===== config.mk =====
export PLATFORM = sky130hd
export DESIGN_NAME = fsp_status_protect
export DESIGN_NICKNAME = d
export VERILOG_FILES = /design/src/fsp_status_protect.v
export VERILOG_INCLUDE_DIRS = /design/src
export SDC_FILE = /design/constraint.sdc
export NUM_CORES = 1
export LEC_CHECK = 0
export BUFFER_PORTS_ARGS = -buffer_cell sky130_fd_sc_hd__buf_4
export CORE_ASPECT_RATIO = 1.75
export CORE_UTILIZATION = 55
export DETAILED_ROUTE_END_ITERATION = 10
export GPL_TIMING_DRIVEN = 0
export PLACE_DENSITY = 0.82
export RECOVER_POWER = 25
export SETUP_SLACK_MARGIN = 0.3
export SYNTH_ARGS = -nofsm -noshare
export SYNTH_HDL_FRONTEND = slang
export SYNTH_SLANG_ARGS = --single-unit

===== constraint.sdc =====
create_clock -name sys_clk -period 5 [get_ports sys_clk]
set_input_delay 0.5 -clock sys_clk [delete_from_list [all_inputs] [get_ports sys_clk]]
set_output_delay 0.5 -clock sys_clk [all_outputs]
set_load 0.03 [all_outputs]

===== src/fsp_defines.vh =====
// Purpose: Shared constants of the flash status and protection block
// Assumes: Included by bare name from the design file
// Notes: Definitions only
`ifndef FSP_DEFINES_VH
`define FSP_DEFINES_VH

// ----------------------------------------------------------------
// Command codes
// ----------------------------------------------------------------
`define FSP_CMD_LATCH_SET 8'h06
`define FSP_CMD_LATCH_CLR 8'h04
`define FSP_CMD_STAT_RD 8'h05
`define FSP_CMD_STAT2_RD 8'h09
`define FSP_CMD_STAT_WR 8'h01
`define FSP_CMD_OTP_ENTER 8'h3A
`define FSP_CMD_PAGE_WR 8'h02
`define FSP_CMD_QPAGE_WR 8'h32
`define FSP_CMD_WIPE_4K 8'h20
`define FSP_CMD_WIPE_BLK 8'hD8
`define FSP_CMD_WIPE_ALL 8'hC7

// ----------------------------------------------------------------
// Status byte bit positions (both views)
// ----------------------------------------------------------------
`define FSP_BIT_BUSY 0
`define FSP_BIT_UNLOCK 1
`define FSP_BIT_PROT_LO 2
`define FSP_BIT_PROT_HI 5
`define FSP_BIT_BOOT_EN 6
`define FSP_BIT_STAT_LOCK 7
`define FSP_BIT_ANCHOR 3
`define FSP_BIT_GRAN 4
`define FSP_BIT_PSEL 5
`define FSP_BIT_PFD 6
`define FSP_BIT_OTP_LOCK 7

// ----------------------------------------------------------------
// Reset values
// ----------------------------------------------------------------
`define FSP_RST_PROT 4'h0
`define FSP_RST_PFD 1'b1
`define FSP_RST_BIT 1'b0

// ----------------------------------------------------------------
// Frame lengths in serial clock edges
// ----------------------------------------------------------------
`define FSP_LEN_OP 6'h08
`define FSP_LEN_SW 6'h10
`define FSP_LEN_ADDR 6'h20
`define FSP_LEN_PAGE_MIN 6'h28

// ----------------------------------------------------------------
// Array operation kinds
// ----------------------------------------------------------------
`define FSP_OP_STAT 3'h0
`define FSP_OP_PAGE 3'h1
`define FSP_OP_4K 3'h2
`define FSP_OP_BLK 3'h3
`define FSP_OP_ALL 3'h4

`endif


===== src/fsp_status_protect.v =====
// Purpose: Status byte, write latch and write protection of a serial flash
// Assumes: SPI mode 0 link sampled by sys_clk; link clock well below sys_clk/4
// Notes: Array engine is outside; this block starts it and times its busy window
//
// Overview of operation
// (RULE_01) Busy flag at bit 0 high while status write, program or erase runs.
// (RULE_02) Write latch shown at bit 1; writes refused while it is clear.
// (RULE_03) Four protection level bits 5..2 written by status write select shielded size.
// (RULE_04) Nonzero protection level refuses page writes and wipes into the shielded region.
// (RULE_05) Whole array wipe only when protection level and boot lock are zero.
// (RULE_06) Boot lock at bit 6 locks the top or bottom sector or block.
// (RULE_07) Status lock plus low write guard pin freezes bits 7,5..2, refuses status write; code still accepts status writes in OTP mode.
// (RULE_08) Write guard pin ignored until pin function disable is cleared; default set.
// (RULE_09) OTP mode remaps bits 7..3, bit 2 reserved, bits 1,0 unchanged.
// (RULE_10) Top/bottom select anchors region at top when 0, bottom when 1.
// (RULE_11) Boot lock granule selects 64KB block when 0, 4KB sector when 1.
// (RULE_12) Pin function disable turns guard and pause/restart pin off; quad use also.
// (RULE_13) Pin select makes shared pin pause when 0, restart when 1.
// (RULE_14) OTP lock, once set, blocks OTP sector program and erase forever.
// (RULE_15) Busy bit read by status read equals busy bit of second status byte.
// (RULE_16) Latch set command, framed alone, sets the write latch.
// (RULE_17) Latch clear command clears latch and leaves OTP mode.
// (RULE_18) Latch cleared at power-up and at end of each write operation.
// (RULE_19) Bit 2 reads zero in OTP mode and writes to it are ignored.
// (RULE_20) Status write never changes busy or latch indicator bits.
`timescale 1ns/1ps
`include "fsp_defines.vh"

module fsp_status_protect #(
  parameter OP_CYCLES = 64,
  parameter BLK_BITS = 7
) (
  input wire sys_clk,
  input wire resetn,
  input wire spi_clk,
  input wire spi_cs_n,
  input wire spi_mosi,
  input wire write_guard_pin,
  input wire shared_ctl_pin,
  output reg spi_miso_reg,
  output reg spi_miso_oe_reg,
  output reg write_busy_reg,
  output reg array_start_reg,
  output reg [2:0] array_kind_reg,
  output reg array_otp_reg,
  output reg [23:0] array_addr_reg,
  output reg pause_active_reg,
  output reg hw_restart_reg
);

  // ----------------------------------------------------------------
  // Input synchronisers
  // ----------------------------------------------------------------
  reg [1:0] clk_sync_reg;
  reg [1:0] cs_sync_reg;
  reg [1:0] mosi_sync_reg;
  reg [1:0] wp_sync_reg;
  reg [1:0] pin_sync_reg;
  reg clk_prev_reg;
  reg cs_prev_reg;

  // Two flops per pin; only the second stage feeds any logic
  always @(posedge sys_clk or negedge resetn) begin
    if (!resetn) begin
      clk_sync_reg <= 2'h0;
      cs_sync_reg <= 2'h3;
      mosi_sync_reg <= 2'h0;
      wp_sync_reg <= 2'h3;
      pin_sync_reg <= 2'h3;
      clk_prev_reg <= 1'b0;
      cs_prev_reg <= 1'b1;
    end else begin
      clk_sync_reg <= {clk_sync_reg[0], spi_clk};
      cs_sync_reg <= {cs_sync_reg[0], spi_cs_n};
      mosi_sync_reg <= {mosi_sync_reg[0], spi_mosi};
      wp_sync_reg <= {wp_sync_reg[0], write_guard_pin};
      pin_sync_reg <= {pin_sync_reg[0], shared_ctl_pin};
      clk_prev_reg <= clk_sync_reg[1];
      cs_prev_reg <= cs_sync_reg[1];
    end
  end

  // ----------------------------------------------------------------
  // State
  // ----------------------------------------------------------------
  reg unlock_reg;
  reg otp_mode_reg;
  reg stat_lock_reg;
  reg boot_en_reg;
  reg [3:0] prot_reg;
  reg otp_lock_reg;
  reg pfd_reg;
  reg psel_reg;
  reg gran_reg;
  reg bottom_reg;
  reg quad_used_reg;
  reg [15:0] busy_cnt_reg;
  reg [7:0] cmd_reg;
  reg [7:0] rx_reg;
  reg [23:0] addr_reg;
  reg [5:0] bit_cnt_reg;
  reg [7:0] tx_reg;

  // ----------------------------------------------------------------
  // Derived terms
  // ----------------------------------------------------------------
  wire pins_on = !pfd_reg && !quad_used_reg;                  // see (RULE_08) see (RULE_12)
  wire hw_guard = stat_lock_reg && !wp_sync_reg[1] && pins_on;  // see (RULE_07)
  wire paused = pause_active_reg;
  wire frame = !cs_sync_reg[1];
  wire sclk_rise = frame && !paused && clk_sync_reg[1] && !clk_prev_reg;
  wire sclk_fall = frame && !paused && !clk_sync_reg[1] && clk_prev_reg;
  wire frame_end = cs_sync_reg[1] && !cs_prev_reg;
  wire [7:0] rx_next = {rx_reg[6:0], mosi_sync_reg[1]};
  wire [7:0] cmd_next = (bit_cnt_reg == 6'h07) ? rx_next : cmd_reg;
  wire [7:0] sw_data = addr_reg[7:0];
  wire is_read = (cmd_next == `FSP_CMD_STAT_RD) || (cmd_next == `FSP_CMD_STAT2_RD);

  // Status byte as seen in the current view
  wire [7:0] stat_normal = {stat_lock_reg, boot_en_reg, prot_reg, unlock_reg,
                            write_busy_reg};
  wire [7:0] stat_otp = {otp_lock_reg, pfd_reg, psel_reg, gran_reg, bottom_reg,
                         1'b0, unlock_reg, write_busy_reg};       // see (RULE_09) see (RULE_19)
  wire [7:0] stat_view = otp_mode_reg ? stat_otp : stat_normal;
  wire [7:0] stat_two = {7'h00, write_busy_reg};                 // see (RULE_15)

  // ----------------------------------------------------------------
  // Protection functions
  // ----------------------------------------------------------------
  // Shielded area grows in powers of two of 64KB blocks from the anchor end
  function level_hit;
    input [3:0] level;
    input bot;
    input [BLK_BITS-1:0] blk;
    reg [BLK_BITS:0] span;
    begin
      span = (level >= 4'h8) ? {1'b1, {BLK_BITS{1'b0}}} :
             ({{BLK_BITS{1'b0}}, 1'b1} << (level - 4'h1));
      if (level == 4'h0)
        level_hit = 1'b0;
      else if (bot)
        level_hit = ({1'b0, blk} < span);
      else
        level_hit = ({1'b0, blk} >= ({1'b1, {BLK_BITS{1'b0}}} - span));
    end
  endfunction

  // Boot unit is the end block, or the end sector when the granule is 4KB
  function boot_hit;
    input en;
    input gran;
    input bot;
    input whole_blk;
    input [BLK_BITS+3:0] sec;
    begin
      if (!en)
        boot_hit = 1'b0;
      else if (gran && !whole_blk)
        boot_hit = bot ? (sec == {(BLK_BITS+4){1'b0}}) : (sec == {(BLK_BITS+4){1'b1}});
      else
        boot_hit = bot ? (sec[BLK_BITS+3:4] == {BLK_BITS{1'b0}}) :
                        (sec[BLK_BITS+3:4] == {BLK_BITS{1'b1}});
    end
  endfunction

  wire whole_blk = (cmd_reg == `FSP_CMD_WIPE_BLK);
  wire main_blocked = level_hit(prot_reg, bottom_reg, addr_reg[BLK_BITS+15:16]) || // see (RULE_04)
                      boot_hit(boot_en_reg, gran_reg, bottom_reg, whole_blk,
                               addr_reg[BLK_BITS+15:12]);                      // see (RULE_06) see (RULE_10) see (RULE_11)
  wire target_blocked = otp_mode_reg ? otp_lock_reg : main_blocked;           // see (RULE_14)

  // ----------------------------------------------------------------
  // Serial shifter: capture on rising, drive on falling
  // ----------------------------------------------------------------
  always @(posedge sys_clk or negedge resetn) begin
    if (!resetn) begin
      rx_reg <= 8'h00;
      cmd_reg <= 8'h00;
      addr_reg <= 24'h000000;
      bit_cnt_reg <= 6'h00;
      tx_reg <= 8'h00;
      spi_miso_reg <= 1'b0;
      spi_miso_oe_reg <= 1'b0;
    end else if (!frame || hw_restart_reg) begin
      bit_cnt_reg <= 6'h00;
      spi_miso_oe_reg <= 1'b0;
    end else begin
      if (sclk_rise) begin
        rx_reg <= rx_next;
        if (bit_cnt_reg != 6'h3F)
          bit_cnt_reg <= bit_cnt_reg + 6'h01;
        if (bit_cnt_reg == 6'h07)
          cmd_reg <= rx_next;
        if (bit_cnt_reg >= 6'h08 && bit_cnt_reg < 6'h20)
          addr_reg <= {addr_reg[22:0], mosi_sync_reg[1]};
        // Reload every byte so the status can be polled for seven bytes in one frame
        if (bit_cnt_reg[2:0] == 3'h7 && is_read) begin
          tx_reg <= (cmd_next == `FSP_CMD_STAT2_RD) ? stat_two : stat_view;   // see (RULE_15)
          spi_miso_oe_reg <= 1'b1;
        end
      end
      if (sclk_fall && spi_miso_oe_reg) begin
        spi_miso_reg <= tx_reg[7];
        tx_reg <= {tx_reg[6:0], 1'b0};
      end
    end
  end

  // ----------------------------------------------------------------
  // Pin functions
  // ----------------------------------------------------------------
  // Shared pin is pause or restart only while pin functions are enabled
  always @(posedge sys_clk or negedge resetn) begin
    if (!resetn) begin
      pause_active_reg <= 1'b0;
      hw_restart_reg <= 1'b0;
    end else begin
      pause_active_reg <= pins_on && !psel_reg && !pin_sync_reg[1];   // see (RULE_13)
      hw_restart_reg <= pins_on && psel_reg && !pin_sync_reg[1];      // see (RULE_13)
    end
  end

  // ----------------------------------------------------------------
  // Command execution at the end of each frame
  // ----------------------------------------------------------------
  // Everything is decided on chip select rising so a cut-short frame does nothing but mark quad use
  always @(posedge sys_clk or negedge resetn) begin
    if (!resetn) begin
      unlock_reg <= `FSP_RST_BIT;                                     // see (RULE_18)
      otp_mode_reg <= `FSP_RST_BIT;
      stat_lock_reg <= `FSP_RST_BIT;
      boot_en_reg <= `FSP_RST_BIT;
      prot_reg <= `FSP_RST_PROT;
      otp_lock_reg <= `FSP_RST_BIT;
      pfd_reg <= `FSP_RST_PFD;                                        // see (RULE_08)
      psel_reg <= `FSP_RST_BIT;
      gran_reg <= `FSP_RST_BIT;
      bottom_reg <= `FSP_RST_BIT;
      quad_used_reg <= `FSP_RST_BIT;
      write_busy_reg <= `FSP_RST_BIT;
      busy_cnt_reg <= 16'h0000;
      array_start_reg <= 1'b0;
      array_kind_reg <= `FSP_OP_STAT;
      array_otp_reg <= 1'b0;
      array_addr_reg <= 24'h000000;
    end else begin
      array_start_reg <= 1'b0;
      if (hw_restart_reg) begin
        // Restart drops volatile state and abandons any running operation
        unlock_reg <= 1'b0;
        otp_mode_reg <= 1'b0;
        write_busy_reg <= 1'b0;
        busy_cnt_reg <= 16'h0000;
      end else if (write_busy_reg) begin
        // Only reads are served while busy; end of operation drops the latch
        if (busy_cnt_reg == 16'h0001) begin
          write_busy_reg <= 1'b0;                                      // see (RULE_01)
          unlock_reg <= 1'b0;                                          // see (RULE_18)
        end
        busy_cnt_reg <= busy_cnt_reg - 16'h0001;
      end else if (frame_end) begin
        case (cmd_reg)
          `FSP_CMD_LATCH_SET: begin
            if (bit_cnt_reg == `FSP_LEN_OP)
              unlock_reg <= 1'b1;                                      // see (RULE_16)
          end
          `FSP_CMD_LATCH_CLR: begin
            if (bit_cnt_reg == `FSP_LEN_OP) begin
              unlock_reg <= 1'b0;                                      // see (RULE_17)
              otp_mode_reg <= 1'b0;
            end
          end
          `FSP_CMD_OTP_ENTER: begin
            if (bit_cnt_reg == `FSP_LEN_OP)
              otp_mode_reg <= 1'b1;
          end
          `FSP_CMD_STAT_WR: begin
            // Bits 1 and 0 of the written byte are never used
            if (bit_cnt_reg == `FSP_LEN_SW && unlock_reg) begin        // see (RULE_02) see (RULE_20)
              if (otp_mode_reg) begin
                otp_lock_reg <= otp_lock_reg | sw_data[`FSP_BIT_OTP_LOCK];   // see (RULE_14)
                pfd_reg <= sw_data[`FSP_BIT_PFD];                      // see (RULE_12)
                psel_reg <= sw_data[`FSP_BIT_PSEL];
                gran_reg <= sw_data[`FSP_BIT_GRAN];                    // see (RULE_11)
                bottom_reg <= sw_data[`FSP_BIT_ANCHOR];                // see (RULE_10)
                write_busy_reg <= 1'b1;
                busy_cnt_reg <= OP_CYCLES[15:0];
              end else if (!hw_guard) begin                            // see (RULE_07)
                stat_lock_reg <= sw_data[`FSP_BIT_STAT_LOCK];
                boot_en_reg <= sw_data[`FSP_BIT_BOOT_EN];
                prot_reg <= sw_data[`FSP_BIT_PROT_HI:`FSP_BIT_PROT_LO];  // see (RULE_03)
                write_busy_reg <= 1'b1;                                // see (RULE_01)
                busy_cnt_reg <= OP_CYCLES[15:0];
              end
            end
          end
          `FSP_CMD_PAGE_WR, `FSP_CMD_QPAGE_WR: begin
            if (cmd_reg == `FSP_CMD_QPAGE_WR)
              quad_used_reg <= 1'b1;                                   // see (RULE_12)
            if (bit_cnt_reg >= `FSP_LEN_PAGE_MIN && unlock_reg && !target_blocked) begin
              write_busy_reg <= 1'b1;                                  // see (RULE_01)
              busy_cnt_reg <= OP_CYCLES[15:0];
              array_start_reg <= 1'b1;
              array_kind_reg <= `FSP_OP_PAGE;
              array_otp_reg <= otp_mode_reg;
              array_addr_reg <= addr_reg;
            end
          end
          `FSP_CMD_WIPE_4K, `FSP_CMD_WIPE_BLK: begin
            if (bit_cnt_reg == `FSP_LEN_ADDR && unlock_reg && !target_blocked) begin  // see (RULE_04)
              write_busy_reg <= 1'b1;
              busy_cnt_reg <= OP_CYCLES[15:0];
              array_start_reg <= 1'b1;
              array_kind_reg <= whole_blk ? `FSP_OP_BLK : `FSP_OP_4K;
              array_otp_reg <= otp_mode_reg;
              array_addr_reg <= addr_reg;
            end
          end
          `FSP_CMD_WIPE_ALL: begin
            if (bit_cnt_reg == `FSP_LEN_OP && unlock_reg && !otp_mode_reg &&
                prot_reg == 4'h0 && !boot_en_reg) begin                // see (RULE_05)
              write_busy_reg <= 1'b1;
              busy_cnt_reg <= OP_CYCLES[15:0];
              array_start_reg <= 1'b1;
              array_kind_reg <= `FSP_OP_ALL;
              array_otp_reg <= 1'b0;
              array_addr_reg <= 24'h000000;
            end
          end
          default: begin
          end
        endcase
      end
    end
  end

endmodule // fsp_status_protect


==> results.cfg, run 1 <==
[sta]
worst_pin_slew_ns = 2.30
min_period_ns = 4.05
final-setup-viol-count = 0
period_share_pct = 81.0
whs_ns = 0.185
skew_ns = 0.00672
totalNegativeSetupSlack_ns = 0
final-max-slew-violation-count = 42
slew_headroom_pct = -53.4
max_freq_mhz = 247
rsz0062_at_grt = no
hold_viol = 0

[setup_path]
crit_required_ns = 5.31
r2r_cells = 13
rrSetupSlack_ns = 0.95
critical_path_class = reg2reg
start_kind = flop
crit_end = array_kind_reg[0]
crit_path_end_kind = flop
r2r-end = array_kind_reg[0]
cp_max_fo = 10
r2r-start = prot_reg[1]
arrival_ns = 4.36
setup.worst_path.start = prot_reg[1]

[global_route]
grt_pass1_vias = 5126
grt_pass1_wl_um = 24800
overflow = 0
grt_max_degree = 89
grt_usage_pct = 26.7
antenna_found_initial = 0

[power_and_ir_drop]
p_comb_share_pct = 2.6
p_sw_uw = 540
ir_worst_vdd_uv = 378
p_int_uw = 1800
p_per_area_nw_per_um2 = 317
cellLeakagePower_uw = 0.00346
switching_share_pct = 23.1
pwr-share-clk_pct = 50.9
power.share.sequential_pct = 46.5

[synth]
ys_types = 70
synth_fp_nets = 592
yosysWarnings = 0
syn_inst = 566
synthArstFlopShare_pct = 100
ys.flop_type = dfrtp_1
syn_avg_cell_area_um2 = 11.1
syn_area_um2 = 6300
ys_ff_latch = 129
synth_edf_count = 0
ys_seq_area_share_pct = 51.4

[layout]
diodes = 0
drive_gt1_share_pct = 23.6
stdcell_area_um2 = 7380
area_growth_pct = 17.0
nNetsFinal = 653
fin_util_pct = 66.1

[route]
drt_iter0_drc = 328
drc = 0
vias = 4814
drt_first_pass_iters = 5
ant_nets = 0
wl_per_cell_um = 19.0
via_per_inst = 6.24
wl_um = 14600

[status]
outcome = complete, but fails checks
violations = max-capacitance violations, max-slew violations

[job]
cap_violations = 1

[floorplanning]
initial_core_util_pct = 56.4
pin_count = 41
die_area_um2 = 11900
rows = 51
chipHeight_um = 144
fp.dieW_um = 82.9
core_um2 = 11200

[worst_hold_path]
hold_depth = 1
holdCritPathClass = in2reg

[placement]
dpl-instance-area_um2 = 6800
place_hpwl_um = 10300
finalWeightedCongestion = 0.922
io_buffer_count = 40

[clocking]
cts_tree = yes
worstSkewPairLatency_ns = 0.42
ctsLongestPathBuffers = 2
cts_sinks = 129
htreeDepth = 4
cts_root_buf = clkbuf_16
cts_made_buffers = 17
path_clk_slew_ns = 0.06
kinds of logic (layout without fill, tap and decap cells):
| logic type | Yosys count | after routing | share of synthesized area [%] |
|---|---|---|---|
| buffers and inverters | 41 | 115 | 2.98 |
| adder cells (fa/ha/maj) | 19 | 19 | 3.77 |
| multiplexers | 59 | 59 | 10.4 |
| AO/OA/AOI/OAI | 129 | 129 | 14.8 |
| flip-flops | 129 | 129 | 51.4 |
| XOR/XNOR | 11 | 11 | 1.53 |
| AND/OR/NAND/NOR | 178 | 178 | 15.1 |
cell type report:
type                    count  area, um^2
repair buffers             42         334
multi-input cells         396        2880
well taps                 132         165
fillers                   826        3790
inverters                  13        48.8
plain buffers              28         139
clock inverters            12         128
clock buffers              20         447
flip-flops and latches    129        3240
timing repair:
| item | 4_1_cts | 5_1_grt |
|---|---|---|
| resized for setup | 0 | 0 |
| endpoints found under the hold margin | 13 | 0 |
| buffers inserted | 0 | 0 |
| hold buffers | 1 | 0 |
cell usage after synthesis, types with 3 or more instances:
cell type,instances,area [um^2]
o211ai_1,5,37.5
nor4b_1,3,26.3
dfstp_2,8,210
dfrtp_1,121,3030
xor2_1,3,26.3
nor2_1,44,165
nand3_1,24,120
nand4_1,6,37.5
nor3_1,7,35.0
a31oi_1,5,31.3
nand2b_1,3,18.8
buf_2,6,30.0
nor4_1,9,56.3
a21oi_1,26,130
clkbuf_1,15,56.3
xnor2_1,8,70.1
o21ai_0,16,80.1
ha_1,19,238
o22ai_1,4,25.0
inv_1,13,48.8
and2_1,4,25.0
nand3b_1,4,30.0
mux2i_1,8,80.1
nand2_1,35,131
buf_1,3,11.3
nor2b_1,10,62.6
a21o_1,6,45.0
a22o_1,26,228
a2bb2oi_1,5,43.8
buf_6,3,33.8
mux2_2,49,552
and3_1,5,31.3
o21ai_1,10,50.1
o31a_1,3,26.3
cells in the final DEF (no fill, tap or decap), types with 6 or more instances in the layout:
master / count
a21o_1: 6
a21oi_1: 26
a22o_1: 26
buf_2: 6
buf_4: 35
clkbuf_1: 18
clkbuf_16: 17
clkinv_4: 6
dfrtp_1: 121
dfstp_2: 6
ha_1: 19
inv_1: 13
mux2_2: 49
mux2i_1: 8
nand2_1: 35
nand3_1: 24
nand4_1: 6
nor2_1: 44
nor2b_1: 10
nor3_1: 7
nor4_1: 9
o21ai_0: 16
o21ai_1: 10
xnor2_1: 8
stage by stage:
stage,setup WS [ns],std cells,power (uW)
6_report,0.948,772,2340
5_1_grt,0.679,772,2410
4_1_cts,0.957,772,2350
3_5_place_dp,0.978,739,1170
3_3_place_gp,1.06,738,1160
2_1_floorplan,1.71,566,1130
routing by layer:
metal | up-vias | global-route usage, % | share of wire (%)
met1 | 2411 | 28.4 | 38
met2 | 136 | 48.3 | 53
li1 | 2214 | - | -
met3 | 53 | 5.00 | 3.9
met4 | 0 | 17.2 | 4.8
met5 | - | 0 | 0
critical path, stage by stage (launching register included):
cell	delay, ns
dfrtp_1	0.37
clkbuf_1	0.32
nor2b_1	0.23
nand2_1	0.10
ha_1	0.29
o21ai_0	0.12
o21ai_0	0.14
ha_1	0.34
nand3_1	0.11
a31oi_1	0.28
a2111oi_2	0.10
o311a_4	0.41
o31ai_4	0.73
mux2_1	0.38
power by group through the flow:
| stage | Clock [uW] | Sequential (uW) | Combinational (uW) |
|---|---|---|---|
| 2_1_floorplan | 0 | 1100 | 28.8 |
| 5_1_grt | 1250 | 1090 | 70.3 |
| 4_1_cts | 1200 | 1090 | 64.1 |
| 3_5_place_dp | 0 | 1110 | 62.3 |
| 6_report | 1190 | 1090 | 61.5 |
| 3_3_place_gp | 0 | 1100 | 56.1 |
worst min path at each step:
stage	from	end	slack, ns
after floorplan	resetn	addr_reg[0]	0.20
after global placement	mosi_sync_reg[0]	mosi_sync_reg[1]	0.33
after detailed placement	mosi_sync_reg[0]	mosi_sync_reg[1]	0.34
after CTS	spi_mosi	mosi_sync_reg[0]	0.17
after global routing	spi_cs_n	cs_sync_reg[0]	0.18
final	shared_ctl_pin	pin_sync_reg[0]	0.19
No activity file was read; power rests on OpenSTA's default activity.
==> run 2, diff against run 1 <==
Settings changed: PLACE_DENSITY 0.82 to 0.85.
Clock period 5 ns to 3.65 ns, I/O delays scaled along.
==> run 2 against run 1 <==
  * The run still ends with max-capacitance violations, max-slew violations left
  * Critical path depth rose by 2
  * Cell area grew 1.4%
  * Setup slack worse by 0.52 ns
  * Worst hold slack got worse by 0.13 ns
  * Count of clock-buffer cells in the layout down 2
  * Core utilization is 0.93 points higher
  * Routed wire length grew 6.3%
  * Cell count rose by 0.65%
  * Global-route usage rose by 0.76 points
  * Register-to-register slack worse by 0.52 ns
  * Power increased by 38%
  * Highest routed layer unchanged
  * Clock skew rose by 0.0080 ns
==> results.cfg, run 2 (synthesis results as in run 1) <==
[power_and_ir_drop]
power.share.sequential_pct = 46.0
cellLeakagePower_uw = 0.00351
p_int_uw = 2450
p_comb_share_pct = 2.6
p_per_area_nw_per_um2 = 432
p_sw_uw = 777
pwr-share-clk_pct = 51.3
switching_share_pct = 24.1
ir_worst_vdd_uv = 400

[setup_path]
r2r_cells = 15
r2r-start = prot_reg[0]
setup.worst_path.start = prot_reg[0]
rrSetupSlack_ns = 0.42
crit_required_ns = 3.95
cp_max_fo = 10
path_cells = buf_4, nor2b_2, nand2_1, ha_2, xnor2_1, ha_1, and3_1, o21ai_1, a31oi_2, a2111oi_4, o311a_4, o211a_1, buf_4, clkbuf_8, a22o_1
critical_path_class = reg2reg
start_kind = flop
r2r-end = array_addr_reg[8]
crit_path_top_delay_cell = dfrtp_1
slowest_delay_ns = 0.39
arrival_ns = 3.52
crit_end = array_addr_reg[8]
path_common_cell = buf_4
crit_path_end_kind = flop

[clocking]
ctsLongestPathBuffers = 2
cts_root_buf = clkbuf_16
cts_tree = yes
cts_made_buffers = 17
cts_sinks = 129
worstSkewPairLatency_ns = 0.42
htreeDepth = 4
path_clk_slew_ns = 0.06

[sta]
hold_viol = 0
whs_ns = 0.0582
min_period_ns = 3.23
final-setup-viol-count = 0
rsz0062_at_grt = no
period_share_pct = 88.4
slew_headroom_pct = -41.9
worst_pin_slew_ns = 2.13
skew_ns = 0.0148
max_freq_mhz = 310
final-max-slew-violation-count = 39

[floorplanning]
fp.dieW_um = 82.9
initial_core_util_pct = 56.4
chipHeight_um = 144
rows = 51
pin_count = 41
die_area_um2 = 11900
core_um2 = 11200

[global_route]
grt_max_degree = 92
antenna_found_initial = 0
grt_usage_pct = 27.5
grt_pass1_vias = 5035
overflow = 0
grt_pass1_wl_um = 25000

[route]
wl_per_cell_um = 20.0
ant_nets = 0
via_per_inst = 6.26
drt_first_pass_iters = 8
wl_um = 15600
drt_iter0_drc = 293
vias = 4866
drc = 0

[layout]
area_growth_pct = 18.7
final_cell_mix = 121 x dfrtp_1, 49 x mux2_2, 43 x nor2_1
nNetsFinal = 658
stdcell_area_um2 = 7480
drive_gt1_share_pct = 26.0
final_common_cell = dfrtp_1
diodes = 0

[worst_hold_path]
holdCritPathClass = in2reg

[placement]
io_buffer_count = 40
finalWeightedCongestion = 0.951
dpl-instance-area_um2 = 6800
place_hpwl_um = 10700

[status]
violations = max-capacitance violations, max-slew violations
outcome = complete, but fails checks

[job]
cap_violations = 1
[run 2: worst max-delay path: cells and delay by family (launching register included)]
kind,cells,cell delay (ns)
flip-flops,1,0.39
buffers and inverters,3,0.53
AND/OR/NAND/NOR,3,0.38
AO/OA/AOI/OAI,6,1.14
adder cells (fa/ha/maj),2,0.52
XOR/XNOR,1,0.14
[run 2: final cells by class]
type                       instances  area [um^2]
buffer                            28          175
clock buffer                      18          429
clock inverter                    14          141
fill                             774         3690
inverter                          13         48.8
multi-input combinational        396         2910
sequential                       129         3240
tap                              132          165
timing repair buffer              47          372
[run 2: per-layer routing]
layer,global-route usage [%],vias to the layer above,wire (um)
met5,0,-,0
met4,15.6,0,569
met3,5.69,50,628
met2,51.2,179,8480
met1,28.4,2413,5890
li1,-,2224,-
[run 2: worst min path at each step]
stage / from / to / slack (ns) / cells past startpoint
2_1_floorplan: resetn / addr_reg[0] / 0.07 / 0
3_3_place_gp: clk_sync_reg[0] / clk_sync_reg[1] / 0.33 / 0
3_5_place_dp: resetn / bit_cnt_reg[0] / 0.30 / 1
4_1_cts: spi_clk / clk_sync_reg[0] / 0.04 / 1
5_1_grt: write_guard_pin / wp_sync_reg[0] / 0.05 / 1
6_report: write_guard_pin / wp_sync_reg[0] / 0.06 / 1
[run 2: what timing repair did]
action | in CTS | in global routing
buffers inserted | 3 | 2
resized for setup | 12 | 15
hold buffers | 1 | 0
hold endpoints to repair | 36 | 0
endpoints found under the setup margin | 43 | 38
pin swaps | 3 | 2
[run 2: stage by stage]
step / total power (uW) / TNS [ns] / std cells / util [%] / setup slack [ns]
2_1_floorplan: 1540 / 0 / 566 / - / 0.360
3_3_place_gp: 1590 / -3.33 / 738 / 60.6 / -0.192
3_5_place_dp: 1600 / -5.05 / 739 / 60.9 / -0.267
4_1_cts: 3240 / 0 / 775 / 66.6 / 0.317
5_1_grt: 3310 / 0 / 777 / 67.0 / 0.296
6_report: 3230 / 0 / 777 / 67.0 / 0.423
[run 2: power by group through the flow]
| stage | logic, uW | clock network, uW | registers [uW] |
|---|---|---|---|
| detailed placement | 85.5 | 0 | 1510 |
| finish | 84.6 | 1660 | 1490 |
| global placement | 76.9 | 0 | 1510 |
| floorplan | 39.4 | 0 | 1510 |
| global route | 95.0 | 1720 | 1490 |
| CTS | 88.0 | 1660 | 1490 |
==> run 3, diff against run 2 <==
Settings changed: CELL_PAD_IN_SITES_DETAIL_PLACEMENT set to 0, CELL_PAD_IN_SITES_GLOBAL_PLACEMENT set to 1, CORE_UTILIZATION 55 to 44.
==> run 3 against run 2 <==
  * Sequential cell count is the same
  * Count of clock-buffer cells in the layout grew 1
  * Clock power grew 9%
  * The run still ends with max-capacitance violations, max-slew violations left
  * Sequential share of layout area shrank 1.9 points
  * First-iteration DRC count shrank 35%
  * Largest cell class unchanged
  * Maximum frequency shrank 2.5%
  * Combinational power shrank 2%
  * Critical path type unchanged
==> results.cfg, run 3 (synthesis results as in run 1) <==
[global_route]
grt_pass1_vias = 4812
grt_max_degree = 68
antenna_found_initial = 0
grt_usage_pct = 21.2
grt_pass1_wl_um = 24600
overflow = 0

[sta]
whs_ns = 0.0618
final-max-slew-violation-count = 67
rsz0062_at_grt = yes
slew_headroom_pct = -11.3
final-setup-viol-count = 0
min_period_ns = 3.31
totalNegativeSetupSlack_ns = 0
max_freq_mhz = 302
period_share_pct = 90.6
fin_ws_ns = 0.342
worst_pin_slew_ns = 1.67
skew_ns = 0.00834
hold_viol = 0

[power_and_ir_drop]
power.share.sequential_pct = 44.0
p_per_area_nw_per_um2 = 433
switching_share_pct = 20.9
p_sw_uw = 707
ir_worst_vdd_uv = 429
p_comb_share_pct = 2.4
p_int_uw = 2680
pwr-share-clk_pct = 53.6
cellLeakagePower_uw = 0.00365
power_uw = 3380

[route]
via_per_inst = 5.73
drc = 0
met1_length_um = 6000
vias = 4741
wl_met3_um = 573
wl_per_cell_um = 18.2
routed-wl-met2_um = 8100
drt_first_pass_iters = 4
highest_layer = met4
ant_nets = 0
wl_um = 15000
drt_iter0_drc = 190

[setup_path]
arrival_ns = 3.61
crit_path_top_delay_cell = a2111oi_4
cp_top_family = compound AO/OA/AOI/OAI gates
cp_max_fo = 9
crit_required_ns = 3.95
critical_path_class = reg2reg
path_cells = buf_6, nor2b_2, nand2_2, ha_4, xnor2_2, ha_1, and3_4, o21ai_4, a31oi_4, a2111oi_4, o311a_4, o31ai_4, buf_12, clkbuf_16, a22o_1
worst-path-buf-inv = 3
crit_path_end_kind = flop
start_kind = flop
slowest_delay_ns = 0.41

[clocking]
cts_tree = yes
cts_sinks = 129
htreeDepth = 4
ctsLongestPathBuffers = 2
path_clk_slew_ns = 0.06
worstSkewPairLatency_ns = 0.41
cts_root_buf = clkbuf_16
cts_made_buffers = 17

[floorplanning]
rows = 57
core_um2 = 13900
initial_core_util_pct = 45.3
chipHeight_um = 160
pin_count = 41
fp.dieW_um = 92.5
die_area_um2 = 14800

[job]
cap_violations = 1

[status]
violations = max-capacitance violations, max-slew violations
outcome = complete, but fails checks

[layout]
nNetsFinal = 664
drive_gt1_share_pct = 28.8
final_common_cell = dfrtp_1
final_cell_mix = 121 x dfrtp_1, 49 x mux2_2, 43 x buf_4, 43 x nor2_1, 33 x nand2_1
multi_input_area_um2 = 3000
area_growth_pct = 24.1
stdcell_area_um2 = 7820
register_area_um2 = 3240
nFillCells = 1201
diodes = 0

[placement]
dpl-instance-area_um2 = 6860
finalWeightedCongestion = 0.836
place_hpwl_um = 10400
io_buffer_count = 40
place_ws_ns = -0.350

[worst_hold_path]
holdCritPathClass = in2reg
## run 3: what timing repair did
action | in CTS | in global routing
gates resized for setup | 15 | 37
pin swaps | 3 | 36
hold buffers | 1 | 0
cloned | 0 | 2
setup buffers | 3 | 6
endpoints found under the hold margin | 61 | 0
setup endpoints to repair | 45 | 39
## run 3: layout make-up
cell class / count / area share [%]
inverter: 13 / 0.624
sequential: 129 / 41.4
tap: 177 / 2.83
buffer: 28 / 2.48
clock inverter: 12 / 2.34
clock buffer: 19 / 5.79
multi-input combinational: 396 / 38.4
timing repair buffer: 53 / 6.11
## run 3: per-stage QoR
step | std cells | utilization (%)
after floorplan | 566 | -
after global placement | 783 | 49.1
after detailed placement | 784 | 49.3
after CTS | 819 | 54.6
after global routing | 827 | 56.2
final | 827 | 56.2
## run 3: worst paths after layout
path / from / end / slack (ns) / cells after the start
setup / recovery: prot_reg[0] / array_addr_reg[7] / 0.34 / 15
hold / removal: shared_ctl_pin / pin_sync_reg[0] / 0.06 / 1
setup reg to reg: prot_reg[0] / array_addr_reg[7] / 0.34 / 15
hold reg to reg: mosi_sync_reg[0] / mosi_sync_reg[1] / 0.35 / 0
max in group asynchronous: resetn / cs_prev_reg / 1.67 / 3
min in group asynchronous: resetn / bit_cnt_reg[0] / 0.91 / 2
## run 3: power groups by stage
stage | combinational, uW | clock, uW | sequential (uW)
after floorplan | 39.4 | 0 | 1510
after global placement | 77.9 | 0 | 1510
after detailed placement | 85.1 | 0 | 1510
after CTS | 86.5 | 1830 | 1490
after global routing | 95.3 | 1910 | 1490
final | 82.6 | 1810 | 1490
## run 3: layer usage
| metal | vias up | global-route usage (%) |
|---|---|---|
| met1 | 2369 | 25.2 |
| li1 | 2227 | - |
| met4 | 0 | 8.52 |
| met5 | - | 0 |
| met3 | 29 | 3.88 |
| met2 | 116 | 37.2 |
